`src/rtl/wos_map.svh`:
```
`ifndef WOS_MAP_SVH
`define WOS_MAP_SVH

// Register offsets (byte addresses, one word each)
`define WOS_REG_CTRL 8'h00
`define WOS_REG_CMD 8'h04
`define WOS_REG_START_SRC 8'h08
`define WOS_REG_PAUSE_SRC 8'h0c
`define WOS_REG_CLK_SRC 8'h10
`define WOS_REG_PERIOD 8'h14
`define WOS_REG_DELAY 8'h18
`define WOS_REG_COUNT 8'h1c
`define WOS_REG_DATA0 8'h20
`define WOS_REG_DATA1 8'h24
`define WOS_REG_FIFO_WR 8'h28
`define WOS_REG_STATUS 8'h2c
`define WOS_REG_DONE_CNT 8'h30

// Control register fields
`define WOS_CTRL_TIMING_LO 0
`define WOS_CTRL_REGEN_LO 2
`define WOS_CTRL_FINITE 4
`define WOS_CTRL_EXT_CLK 5
`define WOS_CTRL_CLK_FALL 6
`define WOS_CTRL_START_FALL 7
`define WOS_CTRL_PAUSE_LOW 8
`define WOS_CTRL_PAUSE_EN 9
`define WOS_CTRL_TRIG_EN 10

// Command register bits (write only, self clearing)
`define WOS_CMD_ARM 0
`define WOS_CMD_STOP 1
`define WOS_CMD_UPDATE 2
`define WOS_CMD_SW_PULSE 3
`define WOS_CMD_FLUSH 4

// Status register bits
`define WOS_STAT_UNDERFLOW 0
`define WOS_STAT_REFUSED 1
`define WOS_STAT_RUNNING 2
`define WOS_STAT_ARMED 3
`define WOS_STAT_FULL 4
`define WOS_STAT_EMPTY 5
`define WOS_STAT_LEVEL_LO 8

// Reset values
`define WOS_RST_CTRL 11'h000
`define WOS_RST_PERIOD 16'h0002
`define WOS_RST_DELAY 16'h0002
`define WOS_RST_COUNT 32'h0000_0001

// Timing: device clock and the sample timebase derived from it
`define WOS_CLK_HZ 40000000
`define WOS_TIMEBASE_HZ 20000000
`define WOS_TB_DIV (`WOS_CLK_HZ / `WOS_TIMEBASE_HZ)

`endif

```
`src/rtl/wos_pkg.sv`:
```
package wos_pkg;

  // Generation timing methods
  typedef enum logic [1:0] {
    WOS_TIME_SW = 2'h0,
    WOS_TIME_HW_DIRECT = 2'h1,
    WOS_TIME_HW_BUF = 2'h2
  } wos_timing_t;

  // Continuous data methods
  typedef enum logic [1:0] {
    WOS_REGEN_STD = 2'h0,
    WOS_REGEN_FIFO = 2'h1,
    WOS_REGEN_NONE = 2'h2
  } wos_regen_t;

  // Sequencer states, Gray coded along idle-armed-delay-run
  typedef enum logic [1:0] {
    WOS_IDLE = 2'b00,
    WOS_ARMED = 2'b01,
    WOS_DELAY = 2'b11,
    WOS_RUN = 2'b10
  } wos_state_t;

  // Digital trigger lines that feed every source selector
  typedef struct packed {
    logic star;
    logic in_start;
    logic in_stop;
    logic [7:0] backplane;
    logic [5:0] pft;
  } wos_lines_t;

  // One sample for both converter channels
  typedef struct packed {
    logic [15:0] ch1;
    logic [15:0] ch0;
  } wos_sample_t;

  // Register port from software
  typedef struct packed {
    logic [7:0] addr;
    logic [31:0] wdata;
    logic wr;
    logic rd;
  } wos_bus_t;

endpackage

```
`src/rtl/wos_trig_sel.sv`:
```
`timescale 1ns/1ps
`default_nettype none

// Picks one trigger line, applies polarity, gives level and edge
module wos_trig_sel (
  input wire logic clk,
  input wire logic rst,
  input wire wos_pkg::wos_lines_t lines,
  input wire logic sw_pulse,
  input wire logic [4:0] sel,
  input wire logic invert,
  output logic level,
  output logic edge_pulse
);
  import wos_pkg::*;

  logic raw; // Selected line before polarity
  logic prev; // Last cycle's level, for edges

  // Source index: 0 software, 1-6 terminals, 7-14 backplane, 15 in stop,
  // 16 in start, 17 star; anything else reads as low before polarity
  always_comb begin
    raw = 1'b0;
    if (sel == 5'h00) begin
      raw = sw_pulse;
    end else if (sel <= 5'h06) begin
      raw = lines.pft[3'(sel - 5'h01)];
    end else if (sel <= 5'h0e) begin
      raw = lines.backplane[3'(sel - 5'h07)];
    end else if (sel == 5'h0f) begin
      raw = lines.in_stop;
    end else if (sel == 5'h10) begin
      raw = lines.in_start;
    end else if (sel == 5'h11) begin
      raw = lines.star;
    end
  end

  // Polarity selects falling edge or low level
  assign level = raw ^ invert;

  // Edge memory
  always_ff @(posedge clk or posedge rst) begin
    if (rst) begin
      prev <= 1'b0;
    end else begin
      prev <= level;
    end
  end

  // Active edge is a change to the active level
  assign edge_pulse = level & ~prev;

endmodule

`default_nettype wire

```
`src/rtl/wos_sequencer.sv`:
```
// Implementation choices: the plain strobed port and the address map.
`timescale 1ns/1ps
`default_nettype none
`include "wos_map.svh"

// Contract
// One sample clock updates both channels
// Each sample clock applies one FIFO sample
// One converter update per software command
// Hardware timing from internal or external clock
// Non-buffered mode writes data directly
// Buffered samples leave FIFO one by one
// Finite mode stops after configured count
// Continuous mode runs until stop command
// Standard regeneration accepts new data anytime
// FIFO regeneration loads once, refuses writes
// FIFO regeneration needs no host transfers
// Non-regeneration never repeats; underflow flagged
// Digital start and pause triggers only
// Start trigger or software command starts
// Start source selectable among listed lines
// Start on rising or falling edge
// Pause responds to level only
// Pause skips next sample, never aborts
// Update on rising or falling clock edge
// Start-to-first-clock delay, default two ticks
// Sample clocks ignored until armed
// Sticky underflow on empty FIFO sample
module wos_sequencer #(
  parameter int DEPTH = 16,
  parameter int AW = 4
) (
  input wire logic clk,
  input wire logic rst,
  input wire wos_pkg::wos_bus_t bus,
  output logic [31:0] rdata,
  input wire wos_pkg::wos_lines_t lines,
  output wos_pkg::wos_sample_t dac,
  output logic dac_update,
  output logic running
);
  import wos_pkg::*;

  // Configuration registers
  logic [10:0] ctrl;
  logic [4:0] start_src;
  logic [4:0] pause_src;
  logic [4:0] clk_src;
  logic [15:0] period; // Sample period in timebase ticks
  logic [15:0] delay; // Start to first sample, timebase ticks
  logic [31:0] count; // Finite sample count
  wos_sample_t direct; // Values for direct and software updates
  logic [31:0] done_cnt; // Samples produced this generation

  // Status
  logic underflow;
  logic refused;

  // Sequencer
  wos_state_t state;
  wos_state_t next_state;

  // FIFO storage in flip-flops
  wos_sample_t mem [DEPTH];
  logic [AW-1:0] wr_ptr;
  logic [AW-1:0] rd_ptr;
  logic [AW:0] fill; // Entries held
  logic [AW:0] replay; // Entries left in this replay pass

  // Timebase and divider
  logic [7:0] tb_cnt;
  logic tb_tick;
  logic [15:0] div_cnt;

  // Decoded fields
  wos_timing_t timing;
  wos_regen_t regen;
  logic is_wr;
  logic cmd_arm;
  logic cmd_stop;
  logic cmd_update;
  logic cmd_pulse;
  logic cmd_flush;
  logic start_edge;
  logic pause_lvl;
  logic ext_edge;
  logic paused;
  logic int_event;
  logic sample_event;
  logic fifo_empty;
  logic fifo_full;
  logic push;
  logic pop;
  logic fifo_locked;
  logic last_sample;

  // Address match for a write strobe
  function automatic logic hit(input logic [7:0] a, input logic [7:0] off);
    return a == off;
  endfunction

  assign timing = wos_timing_t'(ctrl[`WOS_CTRL_TIMING_LO +: 2]);
  assign regen = wos_regen_t'(ctrl[`WOS_CTRL_REGEN_LO +: 2]);
  assign is_wr = bus.wr;
  assign cmd_arm = is_wr && hit(bus.addr, `WOS_REG_CMD) && bus.wdata[`WOS_CMD_ARM];
  assign cmd_stop = is_wr && hit(bus.addr, `WOS_REG_CMD) && bus.wdata[`WOS_CMD_STOP];
  assign cmd_update = is_wr && hit(bus.addr, `WOS_REG_CMD) && bus.wdata[`WOS_CMD_UPDATE];
  assign cmd_pulse = is_wr && hit(bus.addr, `WOS_REG_CMD) && bus.wdata[`WOS_CMD_SW_PULSE];
  assign cmd_flush = is_wr && hit(bus.addr, `WOS_REG_CMD) && bus.wdata[`WOS_CMD_FLUSH];

  // start source is a digital line only
  // selectable start source
  wos_trig_sel u_start (
    .clk(clk),
    .rst(rst),
    .lines(lines),
    .sw_pulse(cmd_pulse),
    .sel(start_src),
    .invert(ctrl[`WOS_CTRL_START_FALL]),
    .level(),
    .edge_pulse(start_edge)
  );

  // pause uses the level output only
  wos_trig_sel u_pause (
    .clk(clk),
    .rst(rst),
    .lines(lines),
    .sw_pulse(1'b0),
    .sel(pause_src),
    .invert(ctrl[`WOS_CTRL_PAUSE_LOW]),
    .level(pause_lvl),
    .edge_pulse()
  );

  // external sample clock source
  // invert picks the falling edge
  wos_trig_sel u_clk (
    .clk(clk),
    .rst(rst),
    .lines(lines),
    .sw_pulse(1'b0),
    .sel(clk_src),
    .invert(ctrl[`WOS_CTRL_CLK_FALL]),
    .level(),
    .edge_pulse(ext_edge)
  );

  assign paused = ctrl[`WOS_CTRL_PAUSE_EN] && pause_lvl;

  // Register writes
  always_ff @(posedge clk or posedge rst) begin
    if (rst) begin
      ctrl <= `WOS_RST_CTRL;
      start_src <= 5'h00;
      pause_src <= 5'h00;
      clk_src <= 5'h00;
      period <= `WOS_RST_PERIOD;
      delay <= `WOS_RST_DELAY;
      count <= `WOS_RST_COUNT;
      direct <= '0;
    end else if (is_wr) begin
      // Config is plain storage; changing it mid-run takes effect at once
      unique case (bus.addr)
        `WOS_REG_CTRL: ctrl <= bus.wdata[10:0];
        `WOS_REG_START_SRC: start_src <= bus.wdata[4:0];
        `WOS_REG_PAUSE_SRC: pause_src <= bus.wdata[4:0];
        `WOS_REG_CLK_SRC: clk_src <= bus.wdata[4:0];
        `WOS_REG_PERIOD: period <= bus.wdata[15:0];
        `WOS_REG_DELAY: delay <= bus.wdata[15:0];
        `WOS_REG_COUNT: count <= bus.wdata;
        `WOS_REG_DATA0: direct.ch0 <= bus.wdata[15:0];
        `WOS_REG_DATA1: direct.ch1 <= bus.wdata[15:0];
        default: begin
        end
      endcase
    end
  end

  // Timebase tick, one cycle enable from the device clock
  always_ff @(posedge clk or posedge rst) begin
    if (rst) begin
      tb_cnt <= 8'h00;
    end else if (tb_cnt == 8'(`WOS_TB_DIV - 1)) begin
      tb_cnt <= 8'h00;
    end else begin
      tb_cnt <= tb_cnt + 8'h01;
    end
  end
  assign tb_tick = tb_cnt == 8'(`WOS_TB_DIV - 1);

  // Internal clock divider; holds while paused in run, so the period resumes where it stopped
  always_ff @(posedge clk or posedge rst) begin
    if (rst) begin
      div_cnt <= 16'h0000;
    end else if (state == WOS_IDLE || state == WOS_ARMED) begin
      div_cnt <= 16'h0000;
    end else if (tb_tick && !(state == WOS_RUN && paused)) begin
      // first pulse after the delay, then one per period
      if (state == WOS_DELAY && div_cnt == delay - 16'h0001) begin
        div_cnt <= 16'h0000;
      end else if (state == WOS_RUN && div_cnt == period - 16'h0001) begin
        div_cnt <= 16'h0000;
      end else begin
        div_cnt <= div_cnt + 16'h0001;
      end
    end
  end

  // Internal clock event; a zero delay or period acts as one tick
  assign int_event = tb_tick && (state == WOS_DELAY || (state == WOS_RUN && !paused))
    && (div_cnt == (state == WOS_DELAY ? delay : period) - 16'h0001
    || (state == WOS_DELAY ? delay : period) == 16'h0000);

  // events count only once armed and running
  // pause masks every sample while its level is active
  assign sample_event = (timing != WOS_TIME_SW) && !paused && (ctrl[`WOS_CTRL_EXT_CLK]
    ? (state == WOS_RUN && ext_edge) : (int_event));

  assign last_sample = ctrl[`WOS_CTRL_FINITE] && done_cnt + 32'h1 >= count;

  // Sequencer next state
  always_comb begin
    next_state = state;
    unique case (state)
      WOS_IDLE: begin
        // trigger waits, otherwise command starts
        if (cmd_arm && timing != WOS_TIME_SW) begin
          if (ctrl[`WOS_CTRL_TRIG_EN]) begin
            next_state = WOS_ARMED;
          end else begin
            next_state = ctrl[`WOS_CTRL_EXT_CLK] ? WOS_RUN : WOS_DELAY;
          end
        end
      end
      WOS_ARMED: begin
        // edge chosen by start polarity
        if (start_edge) begin
          next_state = ctrl[`WOS_CTRL_EXT_CLK] ? WOS_RUN : WOS_DELAY;
        end
      end
      WOS_DELAY: begin
        // Delayed first pulse is itself a sample
        if (sample_event) begin
          next_state = last_sample ? WOS_IDLE : WOS_RUN;
        end else if (int_event) begin
          next_state = WOS_RUN;
        end
      end
      WOS_RUN: begin
        // finite generation ends on the last sample
        if (sample_event && last_sample) begin
          next_state = WOS_IDLE;
        end
      end
    endcase
    // continuous runs until stopped
    if (cmd_stop) begin
      next_state = WOS_IDLE;
    end
  end

  always_ff @(posedge clk or posedge rst) begin
    if (rst) begin
      state <= WOS_IDLE;
    end else begin
      state <= next_state;
    end
  end

  // Sample counter, cleared by an arm command while idle
  always_ff @(posedge clk or posedge rst) begin
    if (rst) begin
      done_cnt <= 32'h0;
    end else if (cmd_arm && state == WOS_IDLE) begin
      done_cnt <= 32'h0;
    end else if (sample_event) begin
      done_cnt <= done_cnt + 32'h1;
    end
  end

  assign running = state != WOS_IDLE;

  // FIFO control
  assign fifo_empty = fill == '0;
  assign fifo_full = fill == (AW+1)'(DEPTH);
  // no writes into a replaying FIFO
  assign fifo_locked = running && regen == WOS_REGEN_FIFO;
  assign push = is_wr && hit(bus.addr, `WOS_REG_FIFO_WR) && !fifo_full && !fifo_locked;
  // buffered mode draws one sample per event
  assign pop = sample_event && timing == WOS_TIME_HW_BUF && !fifo_empty;

  // FIFO storage
  always_ff @(posedge clk) begin
    if (push) begin
      mem[wr_ptr] <= bus.wdata;
    end
  end

  // FIFO pointers
  always_ff @(posedge clk or posedge rst) begin
    if (rst) begin
      wr_ptr <= '0;
      rd_ptr <= '0;
      fill <= '0;
      replay <= '0;
    end else if (cmd_flush && !running) begin
      wr_ptr <= '0;
      rd_ptr <= '0;
      fill <= '0;
      replay <= '0;
    end else begin
      if (push) begin
        wr_ptr <= AW'((wr_ptr + 1'b1) % DEPTH);
      end
      if (cmd_arm && state == WOS_IDLE) begin
        replay <= fill;
      end else if (pop && regen == WOS_REGEN_FIFO) begin
        // replay in place, wrap to the oldest held sample
        if (replay == (AW+1)'(1)) begin
          rd_ptr <= AW'((rd_ptr + DEPTH - int'(fill) + 1) % DEPTH);
          replay <= fill;
        end else begin
          rd_ptr <= AW'((rd_ptr + 1'b1) % DEPTH);
          replay <= replay - 1'b1;
        end
      end else if (pop) begin
        // standard regeneration consumes; host refills freely
        // consumed samples are gone, never repeated
        rd_ptr <= AW'((rd_ptr + 1'b1) % DEPTH);
      end
      if (push && !(pop && regen != WOS_REGEN_FIFO)) begin
        fill <= fill + 1'b1;
      end else if (!push && pop && regen != WOS_REGEN_FIFO) begin
        fill <= fill - 1'b1;
      end
    end
  end

  // Converter outputs
  always_ff @(posedge clk or posedge rst) begin
    if (rst) begin
      dac <= '0;
      dac_update <= 1'b0;
    end else begin
      dac_update <= 1'b0;
      if (timing == WOS_TIME_SW && cmd_update) begin
        // one update per command
        dac <= direct;
        dac_update <= 1'b1;
      end else if (sample_event && timing == WOS_TIME_HW_DIRECT) begin
        // direct values bypass the FIFO
        dac <= direct;
        dac_update <= 1'b1;
      end else if (pop) begin
        // both channels load together
        // one FIFO sample per clock
        dac <= mem[rd_ptr];
        dac_update <= 1'b1;
      end
    end
  end

  // Sticky status; a new event wins over a clear in the same cycle
  always_ff @(posedge clk or posedge rst) begin
    if (rst) begin
      underflow <= 1'b0;
      refused <= 1'b0;
    end else begin
      // empty at a sample event
      if (sample_event && timing == WOS_TIME_HW_BUF && fifo_empty) begin
        underflow <= 1'b1;
      end else if (is_wr && hit(bus.addr, `WOS_REG_STATUS)
          && bus.wdata[`WOS_STAT_UNDERFLOW]) begin
        underflow <= 1'b0;
      end
      if (is_wr && hit(bus.addr, `WOS_REG_FIFO_WR) && !push) begin
        refused <= 1'b1;
      end else if (is_wr && hit(bus.addr, `WOS_REG_STATUS)
          && bus.wdata[`WOS_STAT_REFUSED]) begin
        refused <= 1'b0;
      end
    end
  end

  // Read data, valid the cycle after the strobe only
  always_ff @(posedge clk or posedge rst) begin
    if (rst) begin
      rdata <= 32'h0;
    end else if (bus.rd) begin
      unique case (bus.addr)
        `WOS_REG_CTRL: rdata <= {21'h0, ctrl};
        `WOS_REG_START_SRC: rdata <= {27'h0, start_src};
        `WOS_REG_PAUSE_SRC: rdata <= {27'h0, pause_src};
        `WOS_REG_CLK_SRC: rdata <= {27'h0, clk_src};
        `WOS_REG_PERIOD: rdata <= {16'h0, period};
        `WOS_REG_DELAY: rdata <= {16'h0, delay};
        `WOS_REG_COUNT: rdata <= count;
        `WOS_REG_DATA0: rdata <= {16'h0, direct.ch0};
        `WOS_REG_DATA1: rdata <= {16'h0, direct.ch1};
        `WOS_REG_STATUS: rdata <= {(23-AW)'(0), fill, 2'h0, fifo_empty, fifo_full,
          state == WOS_ARMED, running, refused, underflow};
        `WOS_REG_DONE_CNT: rdata <= done_cnt;
        default: rdata <= 32'h0;
      endcase
    end else begin
      rdata <= 32'h0;
    end
  end

endmodule

`default_nettype wire

```
`config.mk`:
```
export PLATFORM = sky130hd
export DESIGN_NAME = wos_sequencer
export DESIGN_NICKNAME = d
export VERILOG_FILES = /design/src/rtl/wos_pkg.sv /design/src/rtl/wos_trig_sel.sv /design/src/rtl/wos_sequencer.sv
export VERILOG_INCLUDE_DIRS = /design/src /design/src/rtl
export SDC_FILE = /design/constraint.sdc
export NUM_CORES = 1
export LEC_CHECK = 0
export BUFFER_PORTS_ARGS = -buffer_cell sky130_fd_sc_hd__buf_2
export CAP_MARGIN = 25
export CORE_ASPECT_RATIO = 1.2
export CORE_MARGIN = 2
export CORE_UTILIZATION = 50
export CTS_BUF_LIST = sky130_fd_sc_hd__clkbuf_4
export DETAILED_ROUTE_END_ITERATION = 12
export PLACE_DENSITY_LB_ADDON = 0.25
export SYNTH_ARGS = -nofsm -noshare
export SYNTH_HDL_FRONTEND = slang
export SYNTH_SLANG_ARGS = --single-unit
```
`constraint.sdc`:
```
create_clock -name clk -period 12.05 [get_ports clk]
set_input_delay 0.6025 -clock clk [delete_from_list [all_inputs] [get_ports clk]]
set_output_delay 0.6025 -clock clk [all_outputs]
set_load 0.02 [all_outputs]
```
# Word level (Yosys, flattened, before mapping)
# Memories as Yosys holds them, arrays and structs flattened.
# Cells that the tools add are included.
# op_classes
n_bitwise	7
magnitude_cmp	13
muxes	77
n_reduce_logical	81
n_addsub	20
eq_ne	39
# ops
cell	count
case mux 32 bit (11 select lines)	1
2-to-1 mux 32 bit	6
2-to-1 mux 16 bit	5
equality test 16 bit	3
subtractor 16 x 1 -> 16 bit (second input constant)	3
equality test 8 x 6 -> 1 bit (second input constant)	5
logical AND 1 bit	40
equality test 5 bit (second input constant)	7
2-to-1 mux 1 bit	35
2-to-1 mux 5 bit	7
adder 32 x 1 -> 32 bit (second input constant)	1
equality test 8 x 5 -> 1 bit (second input constant)	4
>= comparator 32 bit	1
2-to-1 mux 4 bit	7
less-than comparator 3 x 4 -> 1 bit (second input constant)	6
logical NOT 5 bit	4
AND reduction 2 bit	10
binary-select mux 1 bit (select 3 bit)	6
adder 16 x 1 -> 16 bit (second input constant)	1
equality test 8 x 4 -> 1 bit (second input constant)	2
logical NOT 16 bit	1
2-to-1 mux 2 bit	8
equality test 5 x 4 -> 1 bit (second input constant)	3
<= comparator 5 x 3 -> 1 bit (second input constant)	3
other kinds (30)	68
# totals
ram_bits	512
reg_bits	267
inputBits	61
memories	1
# mem_list
memory	words	width	rd	rd_clocked_by_memory_dff	write_ports	line	source
mem	16	32	1	0	1	wos_sequencer.sv:64	wos_sample_t mem [DEPTH];

# Depth between registers and ports, before layout
# Gate-level depths: netlist of the first run.
# logic_depth
ltp_word	23
ltp_mapped	23
depth_no_buf	22

# Hierarchy
# Synthesis of the first run repeated with hierarchy kept, for this count alone.
# hier_totals
hier_cells	2430
area_unflattened_um2	35994.5
# modules_own_cells
mod	cells_per_inst	n_inst	area_per_inst_um2
wos_sequencer	2316	1	34860.9
wos_trig_sel	38	3	377.9

# Worst setup path before layout of the first run
# OpenSTA, ideal clock, no wires.
# synth_path
path_kind	register -> register
start	reg pause_src[0]
end	reg fill[4]
path_stages_with_launch	21
setup_slack_ns	7.527
t_required_ns	11.972
period_less_slack_ns	4.523
path_buffers	2
arrival_time_ns	4.445
path_cell_list	dfrtp_1 -> buf_2 -> inv_1 -> ha_1 -> nand3b_1 -> a2111oi_0 -> a2bb2oi_1 -> o21ai_1 -> xnor2_1 -> a21oi_1 -> nand3_4 -> or2_1 -> buf_2 -> o21ai_0 -> ha_1 -> a21o_1 -> a21o_1 -> nand2_1 -> a21oi_1 -> or3b_1 -> a21oi_1
# synth_via
elab_chain_len	23
word_cells_on_any_way	38
cone_classes	2 x add/sub; 2 x order compare; 3 x eq/ne; 13 x mux; 1 x bitwise; 17 x reduce/logical
# synth_rtl
element	line	source
from (decl)	wos_sequencer.sv:47	logic [4:0] pause_src;
from (signal assigned)	wos_sequencer.sv:167	`WOS_REG_PAUSE_SRC: pause_src <= bus.wdata[4:0];
branches (longest 6 deep; another with subtractor 3 bit)	-	
2-to-1 mux 1 bit (*)	wos_trig_sel.sv:24	if (sel == 5'h00) begin
bitwise XOR 1 bit (*)	wos_trig_sel.sv:40	assign level = raw ^ invert;
logical AND 1 bit (*)	wos_sequencer.sv:149	assign paused = ctrl[`WOS_CTRL_PAUSE_EN] && pause_lvl;
logical NOT 1 bit (*)	wos_sequencer.sv:211, wos_sequencer.sv:217	
logical AND 1 bit	wos_sequencer.sv:211	assign int_event = tb_tick && (state == WOS_DELAY || (state == WOS_RUN && !paused))
logical OR 1 bit	wos_sequencer.sv:211	
logical AND 1 bit	wos_sequencer.sv:211	
logical AND 1 bit	wos_sequencer.sv:212	&& (div_cnt == (state == WOS_DELAY ? delay : period) - 16'h0001
2-to-1 mux 1 bit	wos_sequencer.sv:217	assign sample_event = (timing != WOS_TIME_SW) && !paused && (ctrl[`WOS_CTRL_EXT_CLK]
logical AND 1 bit (*)	wos_sequencer.sv:217	
logical AND 1 bit (*) (2 in a row)	wos_sequencer.sv:291	assign pop = sample_event && timing == WOS_TIME_HW_BUF && !fifo_empty;
logical AND 1 bit	wos_sequencer.sv:332	if (push && !(pop && regen != WOS_REGEN_FIFO)) begin
logical NOT 1 bit	wos_sequencer.sv:332	
logical AND 1 bit	wos_sequencer.sv:332	
2-to-1 mux 5 bit	wos_sequencer.sv:332	
2-to-1 mux 5 bit	wos_sequencer.sv:307	end else if (cmd_flush && !running) begin
to (signal assigned)	wos_sequencer.sv:333	fill <= fill + 1'b1;
to (signal assigned)	wos_sequencer.sv:335	fill <= fill - 1'b1;
to (decl)	wos_sequencer.sv:67	logic [AW:0] fill;
# Every way passes the cells marked *. The select of a mux whose other input is x is not followed.
# A chain may end at the register's enable or synchronous reset.

# Worst setup path in the final report of the first run
# layout_path
start	reg state[0]
end	reg fill[4]
# layout_via
elab_chain_len	15
word_cells_on_any_way	31
cone_classes	1 x add/sub; 3 x eq/ne; 4 x mux; 23 x reduce/logical
# layout_rtl
element	line	source
from (decl)	wos_sequencer.sv:60	wos_state_t state;
from (signal assigned)	wos_sequencer.sv:267	state <= next_state;
equality test 2 bit	wos_sequencer.sv:211, wos_sequencer.sv:212, wos_sequencer.sv:213	
2-to-1 mux 16 bit	wos_sequencer.sv:212, wos_sequencer.sv:213	
subtractor 16 x 1 -> 16 bit	wos_sequencer.sv:212	
equality test 16 bit	wos_sequencer.sv:212	
logical OR 1 bit	wos_sequencer.sv:213	|| (state == WOS_DELAY ? delay : period) == 16'h0000);
logical AND 1 bit	wos_sequencer.sv:212	
2-to-1 mux 1 bit	wos_sequencer.sv:217	
logical AND 1 bit	wos_sequencer.sv:217	
logical AND 1 bit (2 in a row)	wos_sequencer.sv:291	
logical AND 1 bit	wos_sequencer.sv:332	
logical NOT 1 bit	wos_sequencer.sv:332	
logical AND 1 bit	wos_sequencer.sv:332	
2-to-1 mux 5 bit	wos_sequencer.sv:332	
2-to-1 mux 5 bit	wos_sequencer.sv:307	
# Several ways; a longest one is shown, not always the timed one.

==> results of run 1 <==
logic make-up (layout without fill, tap and decap cells):
| group | count (synthesis) | count (layout) | share of synthesized area |
|---|---|---|---|
| fa+ha+maj | 70 | 70 | 0.02494 |
| other cells | 0 | 4 | 0 |
| buf+inv | 224 | 614 | 0.02564 |
| compound gates | 375 | 375 | 0.07106 |
| mux | 356 | 356 | 0.1637 |
| xor+xnor | 112 | 112 | 0.02746 |
| simple gates | 490 | 490 | 0.06970 |
| flops | 779 | 779 | 0.6175 |
final cells by class:
type | count | area [sq um] | area share
clock buffers | 281 | 2110 | 0.05270
repair buffers | 199 | 1304 | 0.03257
flip-flops and latches | 779 | 22070 | 0.5514
diodes | 4 | 10.01 | 0.0002501
well taps | 926 | 1159 | 0.02895
clock inverters | 67 | 337.8 | 0.008440
multi-input cells | 1403 | 12780 | 0.3192
inverters | 67 | 259.0 | 0.006471
metal layers:
| layer | routed length (microns) | up-vias | global-route usage |
|---|---|---|---|
| li1 | - | 9887 | - |
| met1 | 37120 | 11700 | 0.3333 |
| met2 | 49040 | 853 | 0.4438 |
| met3 | 6007 | 190 | 0.04617 |
| met4 | 3378 | 0 | 0.1182 |
| met5 | 0 | - | 0 |
critical path: stages (launching register included):
cell and delay (ns):
dfrtp_1 0.96, nand2_2 0.62, mux2i_1 0.31, ha_1 0.25, o211a_1 0.27, and3_1 0.17
a31oi_1 0.10, nor3_2 0.26, a311o_2 0.27, nand3_4 0.45, or2_1 0.57, o21ai_0 0.63
ha_1 0.38, a21o_1 0.16, a21o_1 0.19, nand2_1 0.07, a21oi_1 0.05, or3b_1 0.40
a21oi_1 0.13
report_power, final:
part           internal, W  switching (W)  leakage (nW)  total [W]
sequential         0.00288      0.0000858          8.27    0.00297
combinational     0.000204       0.000294          5.48   0.000498
clock              0.00110        0.00107          1.45    0.00216
worst max path at each step:
stage          startpoint    endpoint  slack (ns)
6_report         state[0]     fill[4]        5.74
5_1_grt          state[0]     fill[4]        5.29
4_1_cts          state[0]     fill[4]        5.79
3_5_place_dp     state[0]     fill[4]        5.78
3_3_place_gp     state[0]     fill[4]        6.02
2_1_floorplan         rst  clk_src[0]        4.10
flip-flops by register name, summed over array words and instances, names as in the netlist:
signal	flops
clk_src	5
count	32
ctrl	11
dac	32
dac_update	1
delay	16
direct	32
div_cnt	16
done_cnt	32
fill	5
mem	512
pause_src	5
period	16
rd_ptr	4
rdata	32
refused	1
replay	5
start_src	5
state	2
tb_cnt	8
u_clk.prev	1
u_start.prev	1
underflow	1
wr_ptr	4
per-stage QoR:
| step | hold WS (ns) | utilization | area (sq um) | worst slack [ns] |
|---|---|---|---|---|
| floorplan | 0.4377 | - | 35720 | 4.099 |
| global placement | 0.4619 | 0.5256 | 37220 | 6.025 |
| detailed placement | 0.4704 | 0.5260 | 37250 | 5.783 |
| CTS | 0.003721 | 0.5645 | 39980 | 5.793 |
| global route | 0.03524 | 0.5651 | 40020 | 5.291 |
| finish | 0.1248 | 0.5652 | 40030 | 5.739 |
cell usage after synthesis (39+ instances only):
cell,instances
and3_1,41
o21ai_0,53
edfxtp_1,512
xor2_1,39
nor2_1,108
a21oi_1,43
mux2i_1,62
xnor2_1,73
dfrtp_1,264
nand3_1,53
inv_1,66
ha_1,68
a22oi_1,47
o21ai_1,68
mux4_2,170
nand2_1,134
mux2_2,123
clkbuf_1,101
==> impl_metrics.env, run 1 <==
export IMPL_wl_microns=95550
export IMPL_drv_cap=0
export IMPL_clk_latency_ns=1.05
export IMPL_synthCells=2406
export IMPL_synth_edf_count=512
export IMPL_hold_path_end="mem[2][4]"
export IMPL_grt_max_degree=143
export IMPL_syn_to_final_growth_pct=12.04
export IMPL_placedCellCount=3344
export IMPL_portBuffers=126
export IMPL_syn_num_nets=2537
export IMPL_antenna_found_initial=2
export IMPL_grt_total_usage=0.2639
export IMPL_drive_above_1_share=0.2908
export IMPL_ys_ff_latch=779
export IMPL_stdcell_count=3726
export IMPL_cts_buffer_depth=3
export IMPL_die_w_microns=248.0
export IMPL_yosysUniqueCellTypes=96
export IMPL_synth_flop_cell="edfxtp_1"
export IMPL_hold_viol_final=0
export IMPL_avgSynthCellArea_sq_um=14.85
export IMPL_setup_viol=0
export IMPL_holdPathStages=2
export IMPL_slew_headroom=0.2660
export IMPL_wl_per_cell_microns=25.64
export IMPL_finClkSkew_ns=0.06845
export IMPL_final_cell_mix="edfxtp_1, clkbuf_4, dfrtp_1"
export IMPL_cts_reportedPaths_clkPinSlew_ns=0.07
export IMPL_ff2ff_setup_slack_ns=5.74
export IMPL_clock_sinks=779
export IMPL_die_area_sq_um=73610
export IMPL_min_from="bus[6]"
export IMPL_p_total_w=0.005631
export IMPL_start_util=0.5044
export IMPL_nets=2771
export IMPL_async_reset_ff_frac=0.3427
export IMPL_ios=127
export IMPL_min_period_over_period=0.5238
export IMPL_ys_seq_area_frac=0.6175
export IMPL_criticalPathCategory="reg2reg"
export IMPL_yosysTopAreaCell="edfxtp_1"
export IMPL_fp_dieH_microns=296.8
export IMPL_rr_worst_depth=18
export IMPL_first_iter_violations=1991
export IMPL_cts_buffers=190
export IMPL_cts_setup_buffers=0
export IMPL_reg2reg_from="state[0]"
export IMPL_core_area_sq_um=70820
export IMPL_drc=0
export IMPL_tns_ns=0
export IMPL_grt_pass1_wl_microns=143500
export IMPL_dr_total_vias=22630
export IMPL_cts_resized=0
export IMPL_synth_area_leaders="edfxtp_1, dfrtp_1, mux4_2, mux2_2, ha_1"
export IMPL_worstReg2RegEnd="fill[4]"
export IMPL_status="finished clean"
export IMPL_num_rows=107
export IMPL_ir_drop_uv=93.33
export IMPL_grt_pass1_vias=23280
export IMPL_routed_via_density=6.074
export IMPL_place_hpwl_microns=59550
export IMPL_layout_commonest_cell="edfxtp_1"
export IMPL_tightest_slew_ns=1.097
export IMPL_fin_crit_ns=6.311
export IMPL_endpoint_kind="register"
export IMPL_p_leak_nw=15.20
export IMPL_first_pass_iters=8
export IMPL_hold_path_class="in2reg"
export IMPL_crit_required_ns=13.00
export IMPL_fmax_ghz=0.1584
export IMPL_critPathLaunchType="register"
export IMPL_gp_congestion=0.9262
export IMPL_final_max_slew_viol_count=0
export IMPL_cts_tree="yes"
export IMPL_cts_root_buf="clkbuf_4"
export IMPL_htreeDepth=4
export IMPL_path_max_fanout=46
export IMPL_ys_warn_count=0
export IMPL_syn_area_sq_um=35720
export IMPL_hold_buffers=28
export IMPL_fillers=5607
export IMPL_synth_top_cell_area_share=0.4304
export IMPL_ant_nets=0
export IMPL_rsz0062_at_grt="false"
export IMPL_powerDensity_nw_per_um2=140.7
export IMPL_cp_arrival_ns=7.26
export IMPL_overflow=0
(Power assumes the default switching activity.)
==> run 2, diff against run 1 <==
==> constraint.sdc (replaced) <==
create_clock -name clk -period 5.7 [get_ports clk]
set_input_delay 0.285 -clock clk [delete_from_list [all_inputs] [get_ports clk]]
set_output_delay 0.285 -clock clk [all_outputs]
set_load 0.02 [all_outputs]
==> run 2 against run 1 <==
Compared with the run above: setup slack got worse by 5.1 ns; sequential power increased by 110%; largest power group unchanged; highest routed layer is now met5; power increased by 120%; utilization increased by 0.60 points; clock skew increased by 0.013 ns.
==> impl_metrics.env, run 2 (synthesized netlist as in run 1, its figures left out) <==
export IMPL_finClkSkew_ns=0.08159
export IMPL_drc=0
export IMPL_largest_register_ffs=512
export IMPL_tns_ns=0
export IMPL_drive_above_1_share=0.2908
export IMPL_rsz0062_at_grt="false"
export IMPL_critPathLaunchType="register"
export IMPL_place_hpwl_microns=63320
export IMPL_core_area_sq_um=70820
export IMPL_routed_via_density=6.090
export IMPL_clk_latency_ns=1.09
export IMPL_clock_power_share=0.396
export IMPL_crit_required_ns=6.66
export IMPL_fp_dieH_microns=296.8
export IMPL_first_iter_violations=1899
export IMPL_powerDensity_nw_per_um2=301.7
export IMPL_final_cell_mix="edfxtp_1, clkbuf_4, dfrtp_1"
export IMPL_setup_viol=0
export IMPL_fin_crit_ns=5.030
export IMPL_cts_reportedPaths_clkPinSlew_ns=0.08
export IMPL_path_max_fanout=12
export IMPL_grt_pass1_vias=23870
export IMPL_layout_commonest_cell="edfxtp_1"
export IMPL_cts_buffers=189
export IMPL_cts_root_buf="clkbuf_4"
export IMPL_grt_max_degree=137
export IMPL_swShare=0.2565
export IMPL_status="finished clean"
export IMPL_top_register="mem"
export IMPL_placedCellCount=3351
export IMPL_cp_arrival_ns=5.99
export IMPL_die_w_microns=248.0
export IMPL_p_sw_w=0.003131
export IMPL_endpoint_kind="register"
export IMPL_p_comb_frac=0.094
export IMPL_wl_microns=97710
export IMPL_seqPwrFrac=0.510
export IMPL_fmax_ghz=0.1988
export IMPL_syn_to_final_growth_pct=13.23
export IMPL_cts_buffer_depth=3
export IMPL_die_area_sq_um=73610
export IMPL_first_pass_iters=7
export IMPL_overflow=0
export IMPL_fillers=5629
export IMPL_dr_total_vias=22910
export IMPL_cts_setup_buffers=0
export IMPL_num_rows=107
export IMPL_grt_pass1_wl_microns=148200
export IMPL_min_period_over_period=0.8824
export IMPL_ant_nets=0
export IMPL_grt_total_usage=0.2728
export IMPL_start_util=0.5044
export IMPL_final_max_slew_viol_count=0
export IMPL_criticalPathCategory="reg2reg"
export IMPL_clock_sinks=779
export IMPL_cts_tree="yes"
export IMPL_htreeDepth=4
export IMPL_slew_headroom=0.3202
export IMPL_hold_viol_final=0
export IMPL_antenna_found_initial=2
export IMPL_gp_congestion=0.9409
export IMPL_drv_cap=0
export IMPL_p_leak_nw=15.38
export IMPL_nets=2802
export IMPL_ir_drop_uv=199.4
export IMPL_stdcell_count=3762
export IMPL_hold_path_class="in2reg"
export IMPL_wl_per_cell_microns=25.97
export IMPL_tightest_slew_ns=1.020
export IMPL_portBuffers=126
export IMPL_p_int_w=0.009074
export IMPL_ios=127
[run 2: cell types whose count changed in the layout (fill, tap and decap cells not counted), moves of 2 or more]
| cell | delta |
|---|---|
| inv_8 | -2 |
| buf_4 | +5 |
| bufinv_16 | +5 |
| clkinv_2 | +8 |
| clkbuf_4 | -4 |
| inv_6 | -2 |
| buf_12 | +3 |
| dlygate4sd3_1 | +26 |
| diode_2 | -2 |
| buf_16 | -2 |
| clkinvlp_4 | +2 |
[run 2: final timing paths]
check | depth (start not counted) | slack [ns] | startpoint | end
setup / recovery | 19 | 0.67 | pause_src[0] | fill[4]
hold / removal | 2 | 0.17 | bus[27] | mem[15][25]
setup reg to reg | 19 | 0.67 | pause_src[0] | fill[4]
hold reg to reg | 2 | 0.50 | underflow | underflow
max in group asynchronous | 5 | 3.94 | rst | count[25]
min in group asynchronous | 4 | 0.43 | rst | rdata[7]
[run 2: power groups by stage]
stage	sequential, W	combinational [W]	clock (W)
CTS	0.00622	0.00115	0.00496
finish	0.00622	0.00115	0.00483
floorplan	0.00626	0.000838	0
detailed placement	0.00633	0.00111	0
global route	0.00622	0.00125	0.00524
global placement	0.00633	0.00109	0
[run 2: area by class of cell]
cell class / count / area [sq um] / share of cell area
Clock inverter: 77 / 498.0 / 0.01231
Inverter: 67 / 255.2 / 0.006310
Multi-Input combinational cell: 1403 / 12780 / 0.3159
Clock buffer: 277 / 2079 / 0.05141
Tap cell: 926 / 1159 / 0.02864
Sequential cell: 779 / 22070 / 0.5456
Antenna cell: 2 / 5.005 / 0.0001237
Timing Repair Buffer: 231 / 1607 / 0.03972
[run 2: metrics by stage]
stage               hold WS (ns)  setup WS [ns]  power, W    util  instance area [sq um]
floorplan                 0.3839          1.177  0.007102       -                  35730
global placement          0.4127         0.8044  0.007417  0.5268                  37310
detailed placement        0.4281         0.5970  0.007448  0.5269                  37320
CTS                     0.007724         0.5765   0.01232  0.5711                  40450
global route              0.1223         0.1743   0.01271  0.5711                  40450
finish                    0.1695         0.6701   0.01221  0.5712                  40450
[run 2: critical path, stage by stage (launching register included)]
cell       delay, ns
dfrtp_1         0.59
inv_1           0.13
ha_1            0.27
nand3b_1        0.17
a2111oi_0       0.62
a2bb2oi_1       0.33
o211ai_1        0.13
o31ai_1         0.11
nor2_1          0.12
o221a_2         0.31
nand3_4         0.09
or2_1           0.38
o21ai_1         0.27
fa_1            0.46
a21o_1          0.19
a21o_1          0.19
nand2_1         0.07
a21oi_1         0.05
or3b_1          0.38
a21oi_1         0.13
[run 2: timing repair]
item,CTS,global route
gates resized for setup,0,1
setup endpoints to repair,0,1
hold buffers,55,0
hold endpoints to repair,914,0
[run 2: per-layer routing]
layer	global-route usage	share of wire	routed length, microns
met5	0	0.000082	8
met4	0.1209	0.038	3724
met3	0.05078	0.062	6035
met2	0.4623	0.52	50420
met1	0.3399	0.38	37520
==> run 3, diff against run 2 <==
--- a/config.mk
+++ b/config.mk
@@ -6,7 +6,8 @@
 export SDC_FILE = /design/constraint.sdc
 export NUM_CORES = 1
 export LEC_CHECK = 0
-export BUFFER_PORTS_ARGS = -buffer_cell sky130_fd_sc_hd__buf_2
+export ABC_CLOCK_PERIOD_IN_PS = 5700
+export BUFFER_PORTS_ARGS = -buffer_cell sky130_fd_sc_hd__buf_4
 export CAP_MARGIN = 25
 export CORE_ASPECT_RATIO = 1.2
 export CORE_MARGIN = 2
==> run 3 against run 2 <==
Compared with the run above: hold slack worse by 0.070 ns; setup slack worse by 0.15 ns; count of clock-buffer cells in the layout is 1 lower; clock skew is 0.020 ns lower; largest power group unchanged; power is 1.3% lower; sequential power hardly changed; non-clock buffer count is 18 higher; critical path depth stayed put; combinational power hardly changed; global-route usage is 0.12 points lower; via count is 0.49% higher.
==> impl_metrics.env, run 3 (synthesized netlist as in run 1, its figures left out) <==
export IMPL_status="finished clean"
export IMPL_critPathLaunchType="register"
export IMPL_cts_root_buf="clkbuf_4"
export IMPL_first_iter_violations=2001
export IMPL_tightest_slew_ns=0.9664
export IMPL_p_total_w=0.01204
export IMPL_cts_resized=0
export IMPL_cpMaxStageDelayCell="dfrtp_1"
export IMPL_worstReg2RegEnd="fill[4]"
export IMPL_drive_above_1_share=0.2875
export IMPL_min_period_over_period=0.9083
export IMPL_rsz0062_at_grt="false"
export IMPL_powerDensity_nw_per_um2=294.8
export IMPL_p_sw_w=0.003190
export IMPL_endpoint_kind="register"
export IMPL_worstPathCellList="inv_1 -> ha_1 -> nand3b_1 -> a2111oi_0 -> a2bb2oi_1 -> o211ai_1 -> o31ai_1 -> nor2_1 -> o221a_2 -> nand3_4 -> or2_1 -> o21ai_0 -> fa_1 -> a21o_1 -> a21o_1 -> nand2_1 -> a21oi_1 -> or3b_1 -> a21oi_1"
export IMPL_p_int_w=0.008853
export IMPL_routed_via_density=6.093
export IMPL_max_stage_delay_ns=0.60
export IMPL_hold_viol_final=0
export IMPL_p_comb_frac=0.098
export IMPL_layout_commonest_cell="edfxtp_1"
export IMPL_criticalPathCategory="reg2reg"
export IMPL_final_cell_mix="edfxtp_1, clkbuf_4, dfrtp_1"
export IMPL_slew_headroom=0.3558
export IMPL_reg2reg_from="pause_src[0]"
export IMPL_htreeDepth=4
export IMPL_crit_buf_inv=1
export IMPL_num_rows=107
export IMPL_fin_crit_ns=5.178
export IMPL_fmax_ghz=0.1931
export IMPL_cp_startpoint="pause_src[0]"
export IMPL_start_util=0.5044
export IMPL_antenna_found_initial=2
export IMPL_seqPwrFrac=0.516
export IMPL_clk_latency_ns=1.07
export IMPL_cts_buffers=192
export IMPL_drv_cap=0
export IMPL_fp_dieH_microns=296.8
export IMPL_dr_total_vias=23020
export IMPL_grtUsageMet1=0.3464
export IMPL_ant_nets=0
export IMPL_path_max_fanout=12
export IMPL_grt_total_usage=0.2716
export IMPL_cp_endpoint="fill[4]"
export IMPL_drc=0
export IMPL_grt_pass1_wl_microns=147900
export IMPL_gp_congestion=0.9287
export IMPL_busiest_layer="met2"
export IMPL_tns_ns=0
export IMPL_setup_viol=0
export IMPL_crit_required_ns=6.66
export IMPL_wl_microns=98070
export IMPL_grtUsageMet2=0.4580
export IMPL_core_area_sq_um=70820
export IMPL_cts_buffer_depth=3
export IMPL_rr_worst_depth=19
export IMPL_grt_max_degree=149
export IMPL_hold_path_class="in2reg"
export IMPL_fillers=5677
export IMPL_p_leak_nw=15.46
export IMPL_syn_to_final_growth_pct=14.38
export IMPL_wl_per_cell_microns=25.96
export IMPL_portBuffers=126
export IMPL_die_area_sq_um=73610
export IMPL_first_pass_iters=9
export IMPL_largest_register_ffs=512
export IMPL_clock_sinks=779
export IMPL_cp_top_family="compound AO/OA/AOI/OAI gates"
export IMPL_ios=127
export IMPL_nets=2823
export IMPL_register_area_sq_um=22070
export IMPL_overflow=0
export IMPL_die_w_microns=248.0
export IMPL_use_met3=0.04554
export IMPL_clock_power_share=0.386
export IMPL_final_max_slew_viol_count=0
export IMPL_place_hpwl_microns=63450
export IMPL_top_register="mem"
export IMPL_finClkSkew_ns=0.06165
export IMPL_cts_reportedPaths_clkPinSlew_ns=0.08
export IMPL_ir_drop_uv=196.5
export IMPL_swShare=0.2649
export IMPL_path_depth=19
export IMPL_grt_pass1_vias=23820
export IMPL_ff2ff_setup_slack_ns=0.52
export IMPL_multi_input_area_sq_um=12780
export IMPL_cts_tree="yes"
export IMPL_cp_arrival_ns=6.14
run 3: changes by cell type in the layout (fill, tap and decap cells not counted), moves of 2 or more:
cell / delta
buf_2: -126
buf_4: +126
bufinv_16: -6
clkinv_1: +2
clkinv_2: -4
clkinv_8: +5
clkinvlp_4: -3
dlygate4sd3_1: +18
inv_8: +5
run 3: how the worst min path moves through the flow:
stage                  from  cells after the start  slack, ns         end
floorplan            bus[2]                      0       0.38   mem[0][0]
global placement        rst                      2       0.46   tb_cnt[4]
detailed placement      rst                      2       0.47   tb_cnt[4]
CTS                 bus[32]                      2      0.003  mem[1][30]
global route        bus[32]                      2       0.07  mem[1][30]
finish              bus[32]                      2        0.1  mem[1][30]
run 3: final cells by class:
cell class              count  share of cell area
multi-input cells        1403              0.3127
repair buffers            249             0.05144
flip-flops and latches    779              0.5401
clock inverters            75             0.01020
clock buffers             276             0.05071
well taps                 926             0.02836
inverters                  67            0.006247
diodes                      3           0.0001837
run 3: per-stage QoR:
stage	cell area [sq um]	setup slack [ns]	std cells	hold WS (ns)	util
2_1_floorplan	35730	1.177	2406	0.3839	-
3_5_place_dp	37630	0.6049	3351	0.4658	0.5314
6_report	40860	0.5224	3778	0.09935	0.5769
5_1_grt	40860	0.06766	3777	0.06838	0.5769
3_3_place_gp	37610	0.7314	3350	0.4552	0.5311
4_1_cts	40850	0.5923	3775	0.002919	0.5768
run 3: power groups by stage:
stage	Combinational, W	Sequential [W]	Clock, W
after floorplan	0.000838	0.00626	0
after global placement	0.00109	0.00633	0
after detailed placement	0.00112	0.00633	0
after CTS	0.00117	0.00622	0.00475
after global routing	0.00128	0.00622	0.00502
final	0.00118	0.00622	0.00465
run 3: repair_timing:
item                                   in CTS  in global routing
endpoints found under the hold margin     714                  0
setup buffers                               0                  0
hold buffers                               73                  0
run 3: worst register-to-register path, stage by stage, from the launching register on:
cell and delay (ns):
dfrtp_1 0.60, inv_1 0.12, ha_1 0.26, nand3b_1 0.16, a2111oi_0 0.54, a2bb2oi_1 0.31, o211ai_1 0.13, o31ai_1 0.10
nor2_1 0.11, o221a_2 0.31, nand3_4 0.10, or2_1 0.38, o21ai_0 0.37, fa_1 0.56, a21o_1 0.21, a21o_1 0.19
nand2_1 0.07, a21oi_1 0.06, or3b_1 0.37, a21oi_1 0.12
run 3: per-layer routing:
layer | routed length, microns | part of all wire
met1 | 38080 | 0.39
met2 | 50670 | 0.52
met3 | 5939 | 0.061
met4 | 3368 | 0.034
met5 | 14 | 0.00014
